### src/rtl/erxw_pkg.sv
// package: register map, field positions, reset values and timing for the ethernet init block
package erxw_pkg;
   // register byte offsets on the axi4-lite bus
   localparam logic [7:0] OFF_CTRL = 8'h00;
   localparam logic [7:0] OFF_STATUS = 8'h04;
   localparam logic [7:0] OFF_FILTER = 8'h08;
   localparam logic [7:0] OFF_PKTCNT = 8'h0C;
   localparam logic [7:0] OFF_RXST = 8'h10;
   localparam logic [7:0] OFF_RXND = 8'h14;
   localparam logic [7:0] OFF_RXWR = 8'h18;
   localparam logic [7:0] OFF_RXRDL = 8'h1C;
   localparam logic [7:0] OFF_RXRDH = 8'h20;
   localparam logic [7:0] OFF_MACCTL = 8'h24;
   localparam logic [7:0] OFF_B2B = 8'h28;
   localparam logic [7:0] OFF_NB2B = 8'h2C;
   localparam logic [7:0] OFF_MAXFL = 8'h30;
   localparam logic [7:0] OFF_PHYCTL = 8'h34;
   localparam logic [7:0] OFF_INTEN = 8'h38;
   // field positions
   localparam int CTRL_ENABLE_BIT = 5;
   localparam int CTRL_PKTDEC_BIT = 6;
   localparam int STAT_PHY_READY_FLAG_BIT = 0;
   localparam int STAT_PENDING_BIT = 1;
   localparam int STAT_WAKE_BIT = 2;
   localparam int FILT_CRC_BIT = 5;
   localparam int FILT_WAKE_BIT = 3;
   localparam int MAC1_RXEN_BIT = 0;
   localparam int MAC3_FDX_BIT = 0;
   localparam int INT_PKT_BIT = 6;
   localparam int INT_GLOBAL_BIT = 7;
   localparam int B2B_WIDTH = 7;
   localparam int FDX_GAP_OFFSET = 3;
   localparam int HDX_GAP_OFFSET = 6;
   // reset values
   localparam logic [7:0] B2B_RESET = 8'h00;
   localparam logic [12:0] PTR_RESET = 13'h0000;
   localparam logic [7:0] PKTCNT_MAX = 8'hFF;
   // timing: 50 mhz clock, 10 mbit/s line, nibble time is four bit times
   localparam int CLK_HZ = 50_000_000;
   localparam int BIT_NS = 100;
   localparam int NIBBLE_BITS = 4;
   localparam int CLK_NS = 1_000_000_000 / CLK_HZ;
   localparam int NIBBLE_CYCLES = (NIBBLE_BITS * BIT_NS) / CLK_NS;
   localparam int PHY_START_US = 1000;
   localparam int PHY_START_CYCLES = (PHY_START_US * 1000 + CLK_NS - 1) / CLK_NS;
   localparam logic [1:0] RESP_OKAY = 2'b00;
   localparam logic [1:0] RESP_SLVERR = 2'b10;
   // receive event from the line side
   typedef struct packed {
      logic done;
      logic good;
      logic wake;
   } erxw_rx_ev_t;
endpackage

### src/rtl/erxw_divider.sv
// divider: one-cycle enable pulse every period cycles
`timescale 1ns/1ps
module erxw_divider #(
   parameter int PERIOD = 20
) (
   // clock and reset
   input wire logic aclk,
   input wire logic aresetn,
   // control and output pulse
   input wire logic run,
   output logic tick
);
   typedef struct packed {
      logic [15:0] cnt;
      logic tick;
   } erxw_div_t;
   erxw_div_t st, next_st;
   // count down and pulse at zero
   always_comb begin
      next_st = st;
      next_st.tick = 1'b0;
      if (!run) begin
         // one short on restart: the pulse is registered, so its user sees it a cycle later
         next_st.cnt = 16'(PERIOD - 2);
      end else if (st.cnt == 16'h0000) begin
         next_st.cnt = 16'(PERIOD - 1);
         next_st.tick = 1'b1;
      end else begin
         next_st.cnt = st.cnt - 16'h0001;
      end
   end
   always_ff @(posedge aclk) begin
      if (!aresetn) begin
         st <= '0;
      end else begin
         st <= next_st;
      end
   end
   assign tick = st.tick;
endmodule

### src/rtl/erxw_gap_timer.sv
// gap timer: counts a back-to-back gap in nibble times
`timescale 1ns/1ps
module erxw_gap_timer (
   // clock and reset
   input wire logic aclk,
   input wire logic aresetn,
   // nibble pulse, start and length
   input wire logic nib_tick,
   input wire logic start,
   input wire logic [7:0] len,
   // status
   output logic busy
);
   typedef struct packed {
      logic [7:0] left;
      logic busy;
   } erxw_gap_t;
   erxw_gap_t st, next_st;
   // load on start, count down one per nibble time
   always_comb begin
      next_st = st;
      if (start) begin
         next_st.left = len;
         next_st.busy = 1'b1;
      end else if (st.busy && nib_tick) begin
         if (st.left <= 8'h01) begin
            next_st.busy = 1'b0;
            next_st.left = 8'h00;
         end else begin
            next_st.left = st.left - 8'h01;
         end
      end
   end
   always_ff @(posedge aclk) begin
      if (!aresetn) begin
         st <= '0;
      end else begin
         st <= next_st;
      end
   end
   assign busy = st.busy;
endmodule

### src/rtl/erxw_top.sv
// top: receive pending flag, wake, buffer pointers, phy ready wait, mac gap config
//
// Local design decisions: the AXI4-Lite interface to the registers and the register offsets.
`timescale 1ns/1ps
module erxw_top import erxw_pkg::*; #(
   parameter int PHY_CYCLES = PHY_START_CYCLES,
   parameter int PTR_W = 13
) (
   // clock and reset
   input wire logic aclk,
   input wire logic aresetn,
   // axi4-lite write address
   input wire logic [7:0] awaddr,
   input wire logic awvalid,
   output logic awready,
   // axi4-lite write data
   input wire logic [31:0] wdata,
   input wire logic [3:0] wstrb,
   input wire logic wvalid,
   output logic wready,
   // axi4-lite write response
   output logic [1:0] bresp,
   output logic bvalid,
   input wire logic bready,
   // axi4-lite read address
   input wire logic [7:0] araddr,
   input wire logic arvalid,
   output logic arready,
   // axi4-lite read data
   output logic [31:0] rdata,
   output logic [1:0] rresp,
   output logic rvalid,
   input wire logic rready,
   // receive events from the line side (same clock)
   input wire erxw_rx_ev_t rx_ev,
   // line side status and control
   output logic rx_accept,
   output logic rx_error,
   output logic eth_irq,
   output logic wake,
   output logic [PTR_W-1:0] rx_wr_ptr,
   // transmit gap request
   input wire logic tx_end,
   output logic tx_gap_busy
);
   typedef struct packed {
      logic awready;
      logic wready;
      logic aw_held;
      logic w_held;
      logic [7:0] aw_addr;
      logic [31:0] w_data;
      logic [3:0] w_strb;
      logic bvalid;
      logic [1:0] bresp;
      logic arready;
      logic rvalid;
      logic [31:0] rdata;
      logic [1:0] rresp;
      logic [7:0] ctrl;
      logic [7:0] filter;
      logic [7:0] pktcnt;
      logic [PTR_W-1:0] rxst;
      logic [PTR_W-1:0] rxnd;
      logic [PTR_W-1:0] rxwr;
      logic [PTR_W-1:0] rxrd;
      logic [7:0] rxrd_low_hold;
      logic [7:0] mac1;
      logic [7:0] mac3;
      logic [7:0] mac4;
      logic [6:0] b2b;
      logic [15:0] nb2b;
      logic [15:0] maxfl;
      logic [31:0] phyctl;
      logic [7:0] inten;
      logic [23:0] phy_cnt;
      logic phy_ready;
      logic wake;
      logic irq;
      logic rx_error;
      logic rx_open;
   } erxw_state_t;
   erxw_state_t st, next_st;
   logic nib_tick;
   logic gap_busy;
   logic [7:0] gap_len;
   logic [31:0] rd_val;
   logic [31:0] wmask;
   logic enabled;
   assign enabled = st.ctrl[CTRL_ENABLE_BIT];
   // nibble time = four bit times of the 10 mbit/s line
   // restarted at each transmit end so a gap spans whole nibble times, not a random phase
   erxw_divider #(.PERIOD(NIBBLE_CYCLES)) u_nib (
      .aclk(aclk),
      .aresetn(aresetn),
      .run(enabled & ~tx_end),
      .tick(nib_tick)
   );
   // back-to-back gap: field plus duplex-dependent offset
   always_comb begin
      if (st.mac3[MAC3_FDX_BIT]) begin
         gap_len = {1'b0, st.b2b} + 8'(FDX_GAP_OFFSET);
      end else begin
         gap_len = {1'b0, st.b2b} + 8'(HDX_GAP_OFFSET);
      end
   end
   erxw_gap_timer u_gap (
      .aclk(aclk),
      .aresetn(aresetn),
      .nib_tick(nib_tick),
      .start(tx_end & enabled),
      .len(gap_len),
      .busy(gap_busy)
   );
   // strobe mask for the held write data
   always_comb begin
      for (int i = 0; i < 4; i++) begin
         wmask[i*8 +: 8] = {8{st.w_strb[i]}};
      end
   end
   // read mux; unused bits read zero
   always_comb begin
      rd_val = 32'h0000_0000;
      if (araddr == OFF_CTRL) begin
         rd_val[7:0] = st.ctrl;
      end else if (araddr == OFF_STATUS) begin
         rd_val[STAT_PHY_READY_FLAG_BIT] = st.phy_ready;
         rd_val[STAT_PENDING_BIT] = (st.pktcnt != 8'h00);
         rd_val[STAT_WAKE_BIT] = st.wake;
      end else if (araddr == OFF_FILTER) begin
         rd_val[7:0] = st.filter;
      end else if (araddr == OFF_PKTCNT) begin
         rd_val[7:0] = st.pktcnt;
      end else if (araddr == OFF_RXST) begin
         rd_val[PTR_W-1:0] = st.rxst;
      end else if (araddr == OFF_RXND) begin
         rd_val[PTR_W-1:0] = st.rxnd;
      end else if (araddr == OFF_RXWR) begin
         rd_val[PTR_W-1:0] = st.rxwr;
      end else if (araddr == OFF_RXRDL) begin
         rd_val[7:0] = st.rxrd[7:0];
      end else if (araddr == OFF_RXRDH) begin
         rd_val[PTR_W-9:0] = st.rxrd[PTR_W-1:8];
      end else if (araddr == OFF_MACCTL) begin
         rd_val[23:0] = {st.mac4, st.mac3, st.mac1};
      end else if (araddr == OFF_B2B) begin
         rd_val[7:0] = {1'b0, st.b2b};
      end else if (araddr == OFF_NB2B) begin
         rd_val[15:0] = st.nb2b;
      end else if (araddr == OFF_MAXFL) begin
         rd_val[15:0] = st.maxfl;
      end else if (araddr == OFF_PHYCTL) begin
         rd_val = st.phyctl;
      end else if (araddr == OFF_INTEN) begin
         rd_val[7:0] = st.inten;
      end
   end
   // main next-state logic
   always_comb begin
      logic [31:0] wv;
      logic do_write;
      logic hit;
      logic dec;
      logic take_pkt;
      logic full;
      wv = 32'h0000_0000;
      do_write = 1'b0;
      hit = 1'b0;
      dec = 1'b0;
      take_pkt = 1'b0;
      full = 1'b0;
      next_st = st;
      next_st.irq = 1'b0;
      next_st.rx_error = 1'b0;
      // write channel capture, either order
      if (st.awready && awvalid) begin
         next_st.aw_held = 1'b1;
         next_st.aw_addr = awaddr;
         next_st.awready = 1'b0;
      end
      if (st.wready && wvalid) begin
         next_st.w_held = 1'b1;
         next_st.w_data = wdata;
         next_st.w_strb = wstrb;
         next_st.wready = 1'b0;
      end
      if (st.aw_held && st.w_held && !st.bvalid) begin
         do_write = 1'b1;
         next_st.aw_held = 1'b0;
         next_st.w_held = 1'b0;
         next_st.bvalid = 1'b1;
      end
      if (st.bvalid && bready) begin
         next_st.bvalid = 1'b0;
         next_st.awready = 1'b1;
         next_st.wready = 1'b1;
      end
      wv = (st.w_data & wmask);
      if (do_write) begin
         hit = 1'b1;
         if (st.aw_addr == OFF_CTRL) begin
            next_st.ctrl = wv[7:0] & ~(8'h01 << CTRL_PKTDEC_BIT);
            dec = wv[CTRL_PKTDEC_BIT];
         end else if (st.aw_addr == OFF_FILTER) begin
            next_st.filter = wv[7:0];
         end else if (st.aw_addr == OFF_RXST) begin
            next_st.rxst = wv[PTR_W-1:0];
            next_st.rxwr = wv[PTR_W-1:0];
         end else if (st.aw_addr == OFF_RXND) begin
            next_st.rxnd = wv[PTR_W-1:0];
            next_st.rxwr = st.rxst;
         end else if (st.aw_addr == OFF_RXRDL) begin
            next_st.rxrd_low_hold = wv[7:0];
         end else if (st.aw_addr == OFF_RXRDH) begin
            // low byte is held until the high byte lands, so the pair moves at once
            next_st.rxrd = {wv[PTR_W-9:0], st.rxrd_low_hold};
         end else if (st.aw_addr == OFF_MACCTL) begin
            {next_st.mac4, next_st.mac3, next_st.mac1} = wv[23:0];
         end else if (st.aw_addr == OFF_B2B) begin
            next_st.b2b = wv[B2B_WIDTH-1:0];
         end else if (st.aw_addr == OFF_NB2B) begin
            next_st.nb2b = wv[15:0];
         end else if (st.aw_addr == OFF_MAXFL) begin
            next_st.maxfl = wv[15:0];
         end else if (st.aw_addr == OFF_PHYCTL) begin
            next_st.phyctl = wv;
         end else if (st.aw_addr == OFF_INTEN) begin
            next_st.inten = wv[7:0];
         end else if (st.aw_addr == OFF_STATUS) begin
            // wake flag clears on write-one; pending flag ignores writes
            if (wv[STAT_WAKE_BIT]) begin
               next_st.wake = 1'b0;
            end
         end else begin
            hit = 1'b0;
         end
         next_st.bresp = hit ? RESP_OKAY : RESP_SLVERR;
      end
      // read channel: answer one cycle after the address is taken
      if (st.arready && arvalid) begin
         next_st.arready = 1'b0;
         next_st.rvalid = 1'b1;
         next_st.rdata = rd_val;
         next_st.rresp = RESP_OKAY;
         if (araddr > OFF_INTEN || araddr[1:0] != 2'b00) begin
            next_st.rresp = RESP_SLVERR;
         end
      end
      if (st.rvalid && rready) begin
         next_st.rvalid = 1'b0;
         next_st.arready = 1'b1;
      end
      // phy start-up timer; cleared when the module is disabled
      if (!enabled) begin
         next_st.phy_cnt = 24'h00_0000;
         next_st.phy_ready = 1'b0;
      end else if (!st.phy_ready) begin
         if (st.phy_cnt >= 24'(PHY_CYCLES - 1)) begin
            next_st.phy_ready = 1'b1;
         end else begin
            next_st.phy_cnt = st.phy_cnt + 24'h00_0001;
         end
      end
      // packet arrival; only while receive enabled
      full = (st.pktcnt == PKTCNT_MAX);
      if (rx_ev.done && rx_ev.good && st.rx_open) begin
         if (full) begin
            next_st.rx_error = 1'b1;
         end else begin
            take_pkt = 1'b1;
         end
      end
      // counter: arrival and software decrement may coincide
      if (take_pkt && !(dec && st.pktcnt != 8'h00)) begin
         next_st.pktcnt = st.pktcnt + 8'h01;
      end else if (!take_pkt && dec && st.pktcnt != 8'h00) begin
         next_st.pktcnt = st.pktcnt - 8'h01;
      end
      // interrupt on each stored packet when both enables set
      if (take_pkt && st.inten[INT_PKT_BIT] && st.inten[INT_GLOBAL_BIT]) begin
         next_st.irq = 1'b1;
      end
      // wake packet through crc and wake filters; set beats clear
      if (take_pkt && rx_ev.wake && st.filter[FILT_CRC_BIT] && st.filter[FILT_WAKE_BIT]) begin
         next_st.wake = 1'b1;
      end
      if (!enabled) begin
         next_st.wake = 1'b0;
      end
      // receive gate kept in a flop so the port and the arrival logic agree
      next_st.rx_open = next_st.ctrl[CTRL_ENABLE_BIT] & next_st.mac1[MAC1_RXEN_BIT];
   end
   always_ff @(posedge aclk) begin
      if (!aresetn) begin
         st <= '0;
         st.awready <= 1'b1;
         st.wready <= 1'b1;
         st.arready <= 1'b1;
         st.b2b <= B2B_RESET[6:0];
         st.rxwr <= PTR_RESET;
      end else begin
         st <= next_st;
      end
   end
   // line side outputs, all from flops
   always_ff @(posedge aclk) begin
      if (!aresetn) begin
         tx_gap_busy <= 1'b0;
      end else begin
         tx_gap_busy <= gap_busy;
      end
   end
   assign awready = st.awready;
   assign wready = st.wready;
   assign bvalid = st.bvalid;
   assign bresp = st.bresp;
   assign arready = st.arready;
   assign rvalid = st.rvalid;
   assign rdata = st.rdata;
   assign rresp = st.rresp;
   assign rx_accept = st.rx_open;
   assign rx_error = st.rx_error;
   assign eth_irq = st.irq;
   assign wake = st.wake;
   assign rx_wr_ptr = st.rxwr;
endmodule

### config.mk
export PLATFORM = sky130hd
export DESIGN_NAME = erxw_top
export DESIGN_NICKNAME = d
export VERILOG_FILES = /design/src/rtl/erxw_pkg.sv /design/src/rtl/erxw_divider.sv /design/src/rtl/erxw_gap_timer.sv /design/src/rtl/erxw_top.sv
export SDC_FILE = /design/constraint.sdc
export NUM_CORES = 1
export LEC_CHECK = 0
export ABC_CLOCK_PERIOD_IN_PS = 2800
export BUFFER_PORTS_ARGS = -buffer_cell sky130_fd_sc_hd__clkbuf_2
export CAP_MARGIN = 20
export CORE_MARGIN = 4
export CORE_UTILIZATION = 40
export CTS_BUF_LIST = sky130_fd_sc_hd__clkbuf_8
export DETAILED_ROUTE_END_ITERATION = 16
export MAX_ROUTING_LAYER = met4
export PLACE_DENSITY_LB_ADDON = 0.25
export SLEW_MARGIN = 25
export SYNTH_ARGS = -nofsm -noshare
export SYNTH_HDL_FRONTEND = slang
export SYNTH_SLANG_ARGS = --single-unit
### constraint.sdc
create_clock -name aclk -period 2.8 [get_ports aclk]
set_input_delay 0.42 -clock aclk [delete_from_list [all_inputs] [get_ports aclk]]
set_output_delay 0.42 -clock aclk [all_outputs]
set_load 0.01 [all_outputs]
---- After elaboration in Yosys (flattened, before gate mapping) ----
Index checks and enable logic that the tools add are counted.
storage, ports and cells
  logic and storage cells ................. 309
  register bits ........................... 329
  input bits .............................. 63
  output and inout port bits .............. 59
cells by class
  reduce and logical (&&, ||, !) cells .... 58
  bitwise gates (word level) .............. 20
  magnitude comparators ................... 3
  equal/unequal tests ..................... 39
  $add $sub $neg .......................... 7
  muxes and demuxes ....................... 138
operators by type and width
  operator                                                                               count
  24-bit two-way mux                                                                     33
  96-bit two-way mux                                                                     7
  27-bit two-way mux                                                                     9
  8-bit two-way mux                                                                      16
  8-bit by 6-bit equality test with 1-bit output, second input constant                  14
  16-bit two-way mux                                                                     6
  79-bit two-way mux                                                                     1
  72-bit two-way mux                                                                     1
  13-bit two-way mux                                                                     5
  19-bit two-way mux                                                                     3
  8-bit by 5-bit equality test with 1-bit output, second input constant                  7
  56-bit two-way mux                                                                     1
  1-bit two-way mux                                                                      41
  40-bit two-way mux                                                                     1
  32-bit bitwise AND                                                                     1
  32-bit two-way mux                                                                     1
  29-bit two-way mux                                                                     1
  24-bit by 1-bit adder with 24-bit output, second input constant                        1
  8-bit by 4-bit equality test with 1-bit output, second input constant                  3
  24-bit by 16-bit greater-or-equal comparator with 1-bit output, second input constant  1
  2-bit by 1-bit != test with 1-bit output, second input constant                        12
  1-bit logical AND                                                                      19
  9-bit two-way mux                                                                      2
  17-bit two-way mux                                                                     1
  other kinds (38)                                                                       78

---- Longest topological paths before layout ----
Gate-level depths: netlist of the first run.
  depth in word-level cells ............... 50
  gate-level depth with buffers ........... 11
  depth with buffers taken out ............ 10

---- Modules after synthesis ----
Synthesis of the first run repeated with hierarchy kept, for this count alone.
second synthesis, totals
  cells, all modules ...................... 1919
  area, all modules ....................... 15631.2 sq um
by module, submodules not included
  module          cells each  area each (sq um)  times used  seq. area each (sq um)
  erxw_top        1773        14287.5            1           6025.8
  erxw_divider    79          790.8              1           340.3
  erxw_gap_timer  67          553.0              1           180.2

---- Worst setup path after synthesis of the first run ----
OpenSTA, ideal clock, no wires.
  kind .................................... register to register
  start ................................... register st[293] (netlist name)
  end ..................................... register st[199] (netlist name)
  stages on the path, launching flop included .. 11
  slack ................................... 0.223 ns
  data required time ...................... 2.685 ns
  path buffers ............................ 1
  library setup time ...................... 0.115 ns
  period minus slack after synthesis ...... 2.577 ns
  arrival time ............................ 2.462 ns
  cell sequence ........................... dfxtp_1 > clkbuf_1 > nor4_2 > and3_1 > a31o_2 > ha_1 > or3_1 > o211ai_1 > mux2i_1 > xor2_1 > and2_1
between the ends
  cells in the longest elaborated chain, start to end .. 7
  elaborated cells on any way between the ends .. 10
  those cells by class .................... mux: 3; reduce/logical: 7
ends and longest elaborated chain
  element                                                         line             source
  start, declared                                                 erxw_top.sv:83   erxw_state_t st, next_st;
  start signal, assigned                                          erxw_top.sv:302  st <= next_st;
  8-bit zero test (*)                                             erxw_top.sv:201  if (st.aw_addr == OFF_CTRL) begin
  1-bit two-way mux (*)                                           erxw_top.sv:201
  1-bit two-way mux (*)                                           erxw_top.sv:199  if (do_write) begin
  1-bit logical AND                                               erxw_top.sv:274  if (take_pkt && !(dec && st.pktcnt != 8'h00)) begin
  1-bit zero test                                                 erxw_top.sv:274
  1-bit logical AND                                               erxw_top.sv:274
  8-bit two-way mux / 2-bit nonzero test (equally long branches)  n/a
Mark *: on every way between the ends. The rest lies on a longest branch, timed or not.
A chain may end at the register's enable or synchronous reset.

---- Worst setup path in the final report of the first run ----
  start ................................... register st[192] (netlist name)
  end ..................................... register st[199] (netlist name)
between the ends
  cells in the longest elaborated chain, start to end .. 7
  elaborated cells on any way between the ends .. 15
  those cells by class .................... add/sub: 2; eq/ne: 1; mux: 4; reduce/logical: 8
ends and longest elaborated chain
  element
  parallel branches: the longest is 7 deep, another holds 8-bit by 1-bit subtractor with 8-bit output
Several ways; the timed one is not identified. The select of a mux whose other input is x is not followed.

==> flow_metrics.py, run 1 <==
metrics = {
    "worst_setup_path": {
        "cp-start-kind": "register",
        "crit_fanout": 9,
        "cp.required_ns": 3.33,
        "cp-end-kind": "register",
        "crit_arrival_ns": 3.09,
        "crit_type": "reg2reg",
        "r2r_slack_ns": 0.24,
        "r2r_cells": 10,
        "rr_endpoint": "st[199]",
        "reg2reg_from": "st[192]",
    },
    "place": {
        "gp_congestion": 0.951,
        "dp.cells": 2407,
        "io_buffers": 119,
        "hpwl_microns": 31300,
    },
    "clocking": {
        "tritoncts": "done",
        "clk_path_buf_depth": 3,
        "cts_setup_buffers": 0,
        "cts.htree.levels": 2,
        "clock_sinks": 327,
        "clkSlewWorstSetupHoldPaths_ns": 0.06,
        "clock-root-buffer": "clkbuf_8",
        "cts-buffers-inserted": 56,
        "clock_latency_ns": 0.65,
    },
    "pwr": {
        "p_leak_nw": 6.55,
        "power_density_mw_per_mm2": 566,
        "ir_drop_uv": 292,
    },
    "final_layout": {
        "fin_nets": 2068,
        "fin_cells": 2542,
        "syn_to_final_growth_pct": 15.8,
        "drive_gt1_share_pct": 15.3,
        "final_core_utilization_pct": 47.2,
        "antennaDiodeCount": 0,
    },
    "synthesis": {
        "ys_seq_area_share_pct": 42.4,
        "synth_common_cells": "331 x nand2_1, 327 x dfxtp_1, 172 x o21ai_0",
        "synth-seq-cells": 327,
        "synth_cell_types": 76,
        "synth_ff_type": "dfxtp_1",
        "syn-cell-area_sq_mm": 0.0154,
        "yosysTopAreaCellShare_pct": 42.4,
        "synth_edf_count": 0,
        "synth.most_common_cell": "nand2_1",
        "yosys.area.top_type": "dfxtp_1",
        "synth.avg_cell_area_sq_um": 8.12,
        "yosysWarnings": 0,
        "synth_async_sr_flop_share_pct": 0,
        "ys_top_cells_by_area": "dfxtp_1 42%, nand2_1 8.1%, o21ai_0 5.6%",
        "synth_cells": 1899,
    },
    "route": {
        "routedWlPerCell_microns": 17.8,
        "wl_microns": 45300,
        "vias": 13300,
        "drt_iter0_markers": 1043,
        "viasPerCell": 5.24,
        "route.antenna.remaining_nets": 0,
        "drc": 0,
        "firstDrtPassIters": 6,
    },
    "timing": {
        "worstMarginPinSlew_ns": 0.938,
        "fin_worst_skew_ns": 0.0386,
        "setup_viol": 0,
        "grt_setup_unrepaired": "false",
        "period_needed_ns": 2.56,
        "hold_viol_final": 0,
        "slew-limit-headroom_pct": 37.4,
        "drv_slew": 0,
        "max_freq_mhz": 390,
        "fin_tns_setup_ns": 0,
        "finalCritPeriodShare_pct": 91.5,
    },
    "floorplan": {
        "start_util_pct": 40.8,
        "core-area_sq_mm": 0.0378,
        "rows": 71,
        "die_x_microns": 204,
        "io_pins": 122,
        "dieArea_sq_mm": 0.0418,
        "fp.dieH_microns": 204,
    },
    "global_route": {
        "overflow": 0,
        "grt_pass1_wl_microns": 71700,
        "grt_max_degree": 149,
        "grt_usage_pct": 22.1,
        "grt_pass1_vias": 12800,
        "antenna_found_initial": 0,
    },
    "worst_hold_path": {
        "hold-path-endpoint": "st[293]",
        "hp-class": "in2reg",
        "hold_depth": 3,
        "holdCritStartpoint": "awaddr[2]",
    },
    "status": {
        "status": "completed",
    },
    "flow_run": {
        "drv_cap": 0,
    },
}
==> metal layers <==
metal / GRT usage (%) / share of wire (%) / up-vias
li1: - / - / 6627
met1: 28.7 / 46 / 6268
met2: 34.4 / 46 / 344
met3: 4.47 / 5.6 / 85
met4: 7.73 / 3.3 / 0
met5: - / 0 / -
==> repair_timing <==
action                     CTS  global route
setup endpoints to repair    0             1
hold endpoints to repair    36             0
hold buffers                36             0
resized for setup            0             4
==> where the power goes <==
| group | switching [W] | total [W] | internal [W] | leakage [nW] |
|---|---|---|---|---|
| Sequential | 0.0000501 | 0.00476 | 0.00471 | 2.64 |
| Combinational | 0.000344 | 0.000568 | 0.000223 | 3.22 |
| Clock | 0.00201 | 0.00478 | 0.00277 | 0.693 |
==> worst max path at each step <==
stage                     slack [ns]       to    start
after global placement          0.16  st[199]  st[197]
after CTS                       0.13  st[199]  st[197]
final                           0.24  st[199]  st[192]
after floorplan                 0.22  st[199]  st[293]
after global routing            0.03  st[199]  st[192]
after detailed placement        0.15  st[199]  st[197]
==> state kept, by name, indices dropped and copies added (netlist names) <==
name         flops
enabled          1
st             243
rvalid           1
rresp            1
rx_error         1
rx_accept        1
rx_wr_ptr       13
u_nib.st        16
bresp            1
wready           1
tx_gap_busy      1
bvalid           1
arready          1
awready          1
rdata           32
u_gap.st         8
wake             1
u_nib.tick       1
eth_irq          1
u_gap.busy       1
==> through the flow <==
step | hold WS [ns] | total power, W | setup WS (ns) | cell area [sq um]
5_1_grt | 0.0267 | 0.0105 | 0.0330 | 17900
2_1_floorplan | 0.435 | 0.00517 | 0.223 | 15400
4_1_cts | 0.0000377 | 0.0102 | 0.129 | 17800
6_report | 0.0435 | 0.0101 | 0.239 | 17900
3_3_place_gp | 0.448 | 0.00538 | 0.156 | 16200
3_5_place_dp | 0.456 | 0.00539 | 0.150 | 16200
==> worst max-delay path: stages (launching register included) <==
cell	delay [ns]
dfxtp_1	0.39
nor4_1	0.30
nand2_1	0.17
a31o_4	0.33
ha_1	0.37
nand3_1	0.12
o2111ai_1	0.20
o211ai_1	0.14
mux2i_1	0.14
xor2_1	0.14
and2_1	0.15
==> layout make-up <==
cell class,count,area [sq um]
flip-flops and latches,327,6550
well taps,511,639
clock buffers,75,1030
inverters,28,105
fillers,3837,20000
repair buffers,212,1420
clock inverters,24,230
multi-input cells,1365,7890
==> logic make-up after synthesis <==
logic type               synth area share (%)
adder cells (fa/ha/maj)                  1.27
multiplexers                             2.78
XOR/XNOR                                 2.38
other                                  0.0243
AND/OR/NAND/NOR                          25.7
buffers and inverters                    6.62
AO/OA/AOI/OAI                            18.7
flip-flops                               42.4
==> cell usage in the layout, fill, tap and decap left out, types with 5 or more instances in the layout <==
cell / synthesis / routed
nand2_1: 331 / 331
dfxtp_1: 327 / 327
o21ai_0: 172 / 172
and2_1: 137 / 137
clkbuf_2: 0 / 118
nor2_1: 104 / 104
a21boi_0: 90 / 90
clkbuf_8: 0 / 75
a21oi_1: 75 / 74
nand3_1: 66 / 66
buf_4: 51 / 55
nor2b_1: 50 / 50
a22oi_1: 39 / 39
inv_1: 28 / 37
dlygate4sd3_1: 0 / 36
mux2i_1: 35 / 35
xnor2_1: 30 / 30
o22ai_1: 22 / 22
nor3_1: 17 / 17
nand2b_1: 14 / 14
ha_1: 14 / 13
and3_1: 12 / 12
nand4_1: 12 / 12
xor2_1: 12 / 12
a31oi_1: 9 / 9
nor4_2: 6 / 8
clkinv_2: 0 / 8
o211ai_1: 7 / 7
mux2_2: 7 / 7
a32oi_1: 6 / 6
nand3b_1: 5 / 5
nor2_2: 5 / 5
Power figures use the tool's default switching activity.
==> run 2, diff against run 1 <==
--- a/config.mk
+++ b/config.mk
@@ -6,7 +6,7 @@
 export NUM_CORES = 1
 export LEC_CHECK = 0
 export ABC_CLOCK_PERIOD_IN_PS = 2800
-export BUFFER_PORTS_ARGS = -buffer_cell sky130_fd_sc_hd__clkbuf_2
+export BUFFER_PORTS_ARGS = -buffer_cell sky130_fd_sc_hd__buf_2
 export CAP_MARGIN = 20
 export CORE_MARGIN = 4
 export CORE_UTILIZATION = 40
==> run 2 against run 1 <==
Via count down 0.94%. Die area stayed put. Sequential share of layout area grew 0.38 points. First-iteration DRC count shrank 6.1%. Clock skew down 0.030 ns. Core utilization is 0.49 points lower. Largest cell class unchanged. Non-clock buffer count down 14. Largest power group is now registers. Final area decreased by 1.0%. Wire length decreased by 2.0%. Clock power fell by 5.6%. Setup slack lost 0.0093 ns. Hold slack worse by 0.00079 ns.
==> flow_metrics.py, run 2 (same netlist as run 1, synthesis figures left out) <==
metrics = {
    "global_route": {
        "grt_pass1_wl_microns": 70200,
        "grt_max_degree": 134,
        "antenna_found_initial": 0,
        "grt_usage_pct": 21.5,
        "grt_pass1_vias": 12600,
        "overflow": 0,
    },
    "timing": {
        "fin_worst_skew_ns": 0.00866,
        "hold_slack_ns": 0.0427,
        "slew-limit-headroom_pct": 35.9,
        "period_needed_ns": 2.57,
        "setup_viol": 0,
        "drv_slew": 0,
        "max_freq_mhz": 389,
        "finalCritPeriodShare_pct": 91.8,
        "fin_tns_setup_ns": 0,
        "worstMarginPinSlew_ns": 0.962,
        "hold_viol_final": 0,
    },
    "place": {
        "io_buffers": 119,
        "gp_congestion": 0.942,
        "hpwl_microns": 31000,
        "dpl-instance-area_sq_mm": 0.0162,
    },
    "worst_setup_path": {
        "cp-start-kind": "register",
        "crit_type": "reg2reg",
        "crit_fanout": 9,
        "crit_arrival_ns": 3.10,
        "cp.required_ns": 3.33,
        "cp-end-kind": "register",
    },
    "final_layout": {
        "final_common_cell": "nand2_1",
        "final_core_utilization_pct": 46.7,
        "largest_reg_flops": 243,
        "drive_gt1_share_pct": 15.3,
        "antennaDiodeCount": 0,
        "final_area_sq_mm": 0.0177,
        "regMostFlops": "st",
        "layout_common_cells": "331 x nand2_1, 327 x dfxtp_1, 172 x o21ai_0",
        "syn_to_final_growth_pct": 14.6,
        "fin_nets": 2054,
    },
    "flow_run": {
        "drv_cap": 0,
    },
    "clocking": {
        "clk_path_buf_depth": 3,
        "tritoncts": "done",
        "cts.htree.levels": 2,
        "clkSlewWorstSetupHoldPaths_ns": 0.06,
        "clock_latency_ns": 0.64,
        "clock_sinks": 327,
        "clock-root-buffer": "clkbuf_8",
        "cts-buffers-inserted": 56,
    },
    "floorplan": {
        "core-area_sq_mm": 0.0378,
        "io_pins": 122,
        "rows": 71,
        "start_util_pct": 40.8,
        "dieArea_sq_mm": 0.0418,
        "fp.dieH_microns": 204,
        "die_x_microns": 204,
    },
    "pwr": {
        "p_leak_nw": 6.54,
        "ir_drop_uv": 316,
        "power_density_mw_per_mm2": 555,
    },
    "route": {
        "drc": 0,
        "route.antenna.remaining_nets": 0,
        "wl_microns": 44300,
        "routedWlPerCell_microns": 17.5,
        "drt_iter0_markers": 979,
        "firstDrtPassIters": 5,
        "viasPerCell": 5.21,
        "vias": 13200,
    },
    "worst_hold_path": {
        "hp-class": "in2reg",
    },
    "status": {
        "status": "completed",
    },
}
## run 2: changes by cell type in the layout (fill, tap and decap cells not counted), moves of 4 or more
| cell | change |
|---|---|
| clkbuf_2 | -118 |
| buf_2 | +118 |
| dlygate4sd3_1 | -18 |
| clkinv_2 | -4 |
| inv_1 | +11 |
## run 2: path summary, 6_finish.rpt
| check | startpoint | to | slack [ns] | cells after the start |
|---|---|---|---|---|
| max | st[195] | st[199] | 0.23 | 10 |
| min reg2reg | st[147] | st[147] | 0.46 | 2 |
| min | wdata[25] | st[284] | 0.04 | 3 |
| max reg2reg | st[195] | st[199] | 0.23 | 10 |
## run 2: through the flow
stage	setup WS (ns)	instances	power, W
2_1_floorplan	0.223	1900	0.00517
3_3_place_gp	0.155	2409	0.00538
3_5_place_dp	0.179	2409	0.00538
4_1_cts	0.150	2532	0.00993
5_1_grt	-0.00901	2534	0.0102
6_report	0.229	2534	0.00981
## run 2: what timing repair did
item                       in CTS  in global routing
hold buffers                   18                  0
setup buffers                   0                  2
gates resized for setup         0                  4
hold endpoints to repair       18                  0
setup endpoints to repair       0                  1
## run 2: final cells by class
cell class              count  area (sq um)
clock buffers              76          1050
flip-flops and latches    327          6550
repair buffers            198          1280
multi-input cells        1365          7900
well taps                 511           639
fillers                  3843         20200
clock inverters            29           160
inverters                  28           105
## run 2: worst max-delay path: stages, from the launching register on
cell and delay [ns]:
dfxtp_1 0.50, nand4_1 0.15, o21ai_0 0.34, a31o_4 0.24, ha_1 0.27, a21oi_2 0.20
o2111ai_1 0.15, o211ai_1 0.13, mux2i_1 0.24, xor2_1 0.08, and2_1 0.16
## run 2: routing by layer
| metal | vias to the layer above | wire length (microns) | part of all wire (%) | GRT usage (%) |
|---|---|---|---|---|
| met5 | - | 0 | 0 | - |
| met4 | 0 | 1150 | 2.6 | 7.01 |
| met3 | 72 | 2130 | 4.8 | 2.94 |
| met2 | 334 | 20200 | 46 | 33.4 |
| met1 | 6193 | 20900 | 47 | 29.1 |
| li1 | 6600 | - | - | - |
## run 2: power breakdown
part	switching (W)	total (W)	leakage (nW)	internal (W)
Combinational	0.000339	0.000547	3.21	0.000208
Sequential	0.0000477	0.00476	2.64	0.00471
Clock	0.00200	0.00451	0.694	0.00251
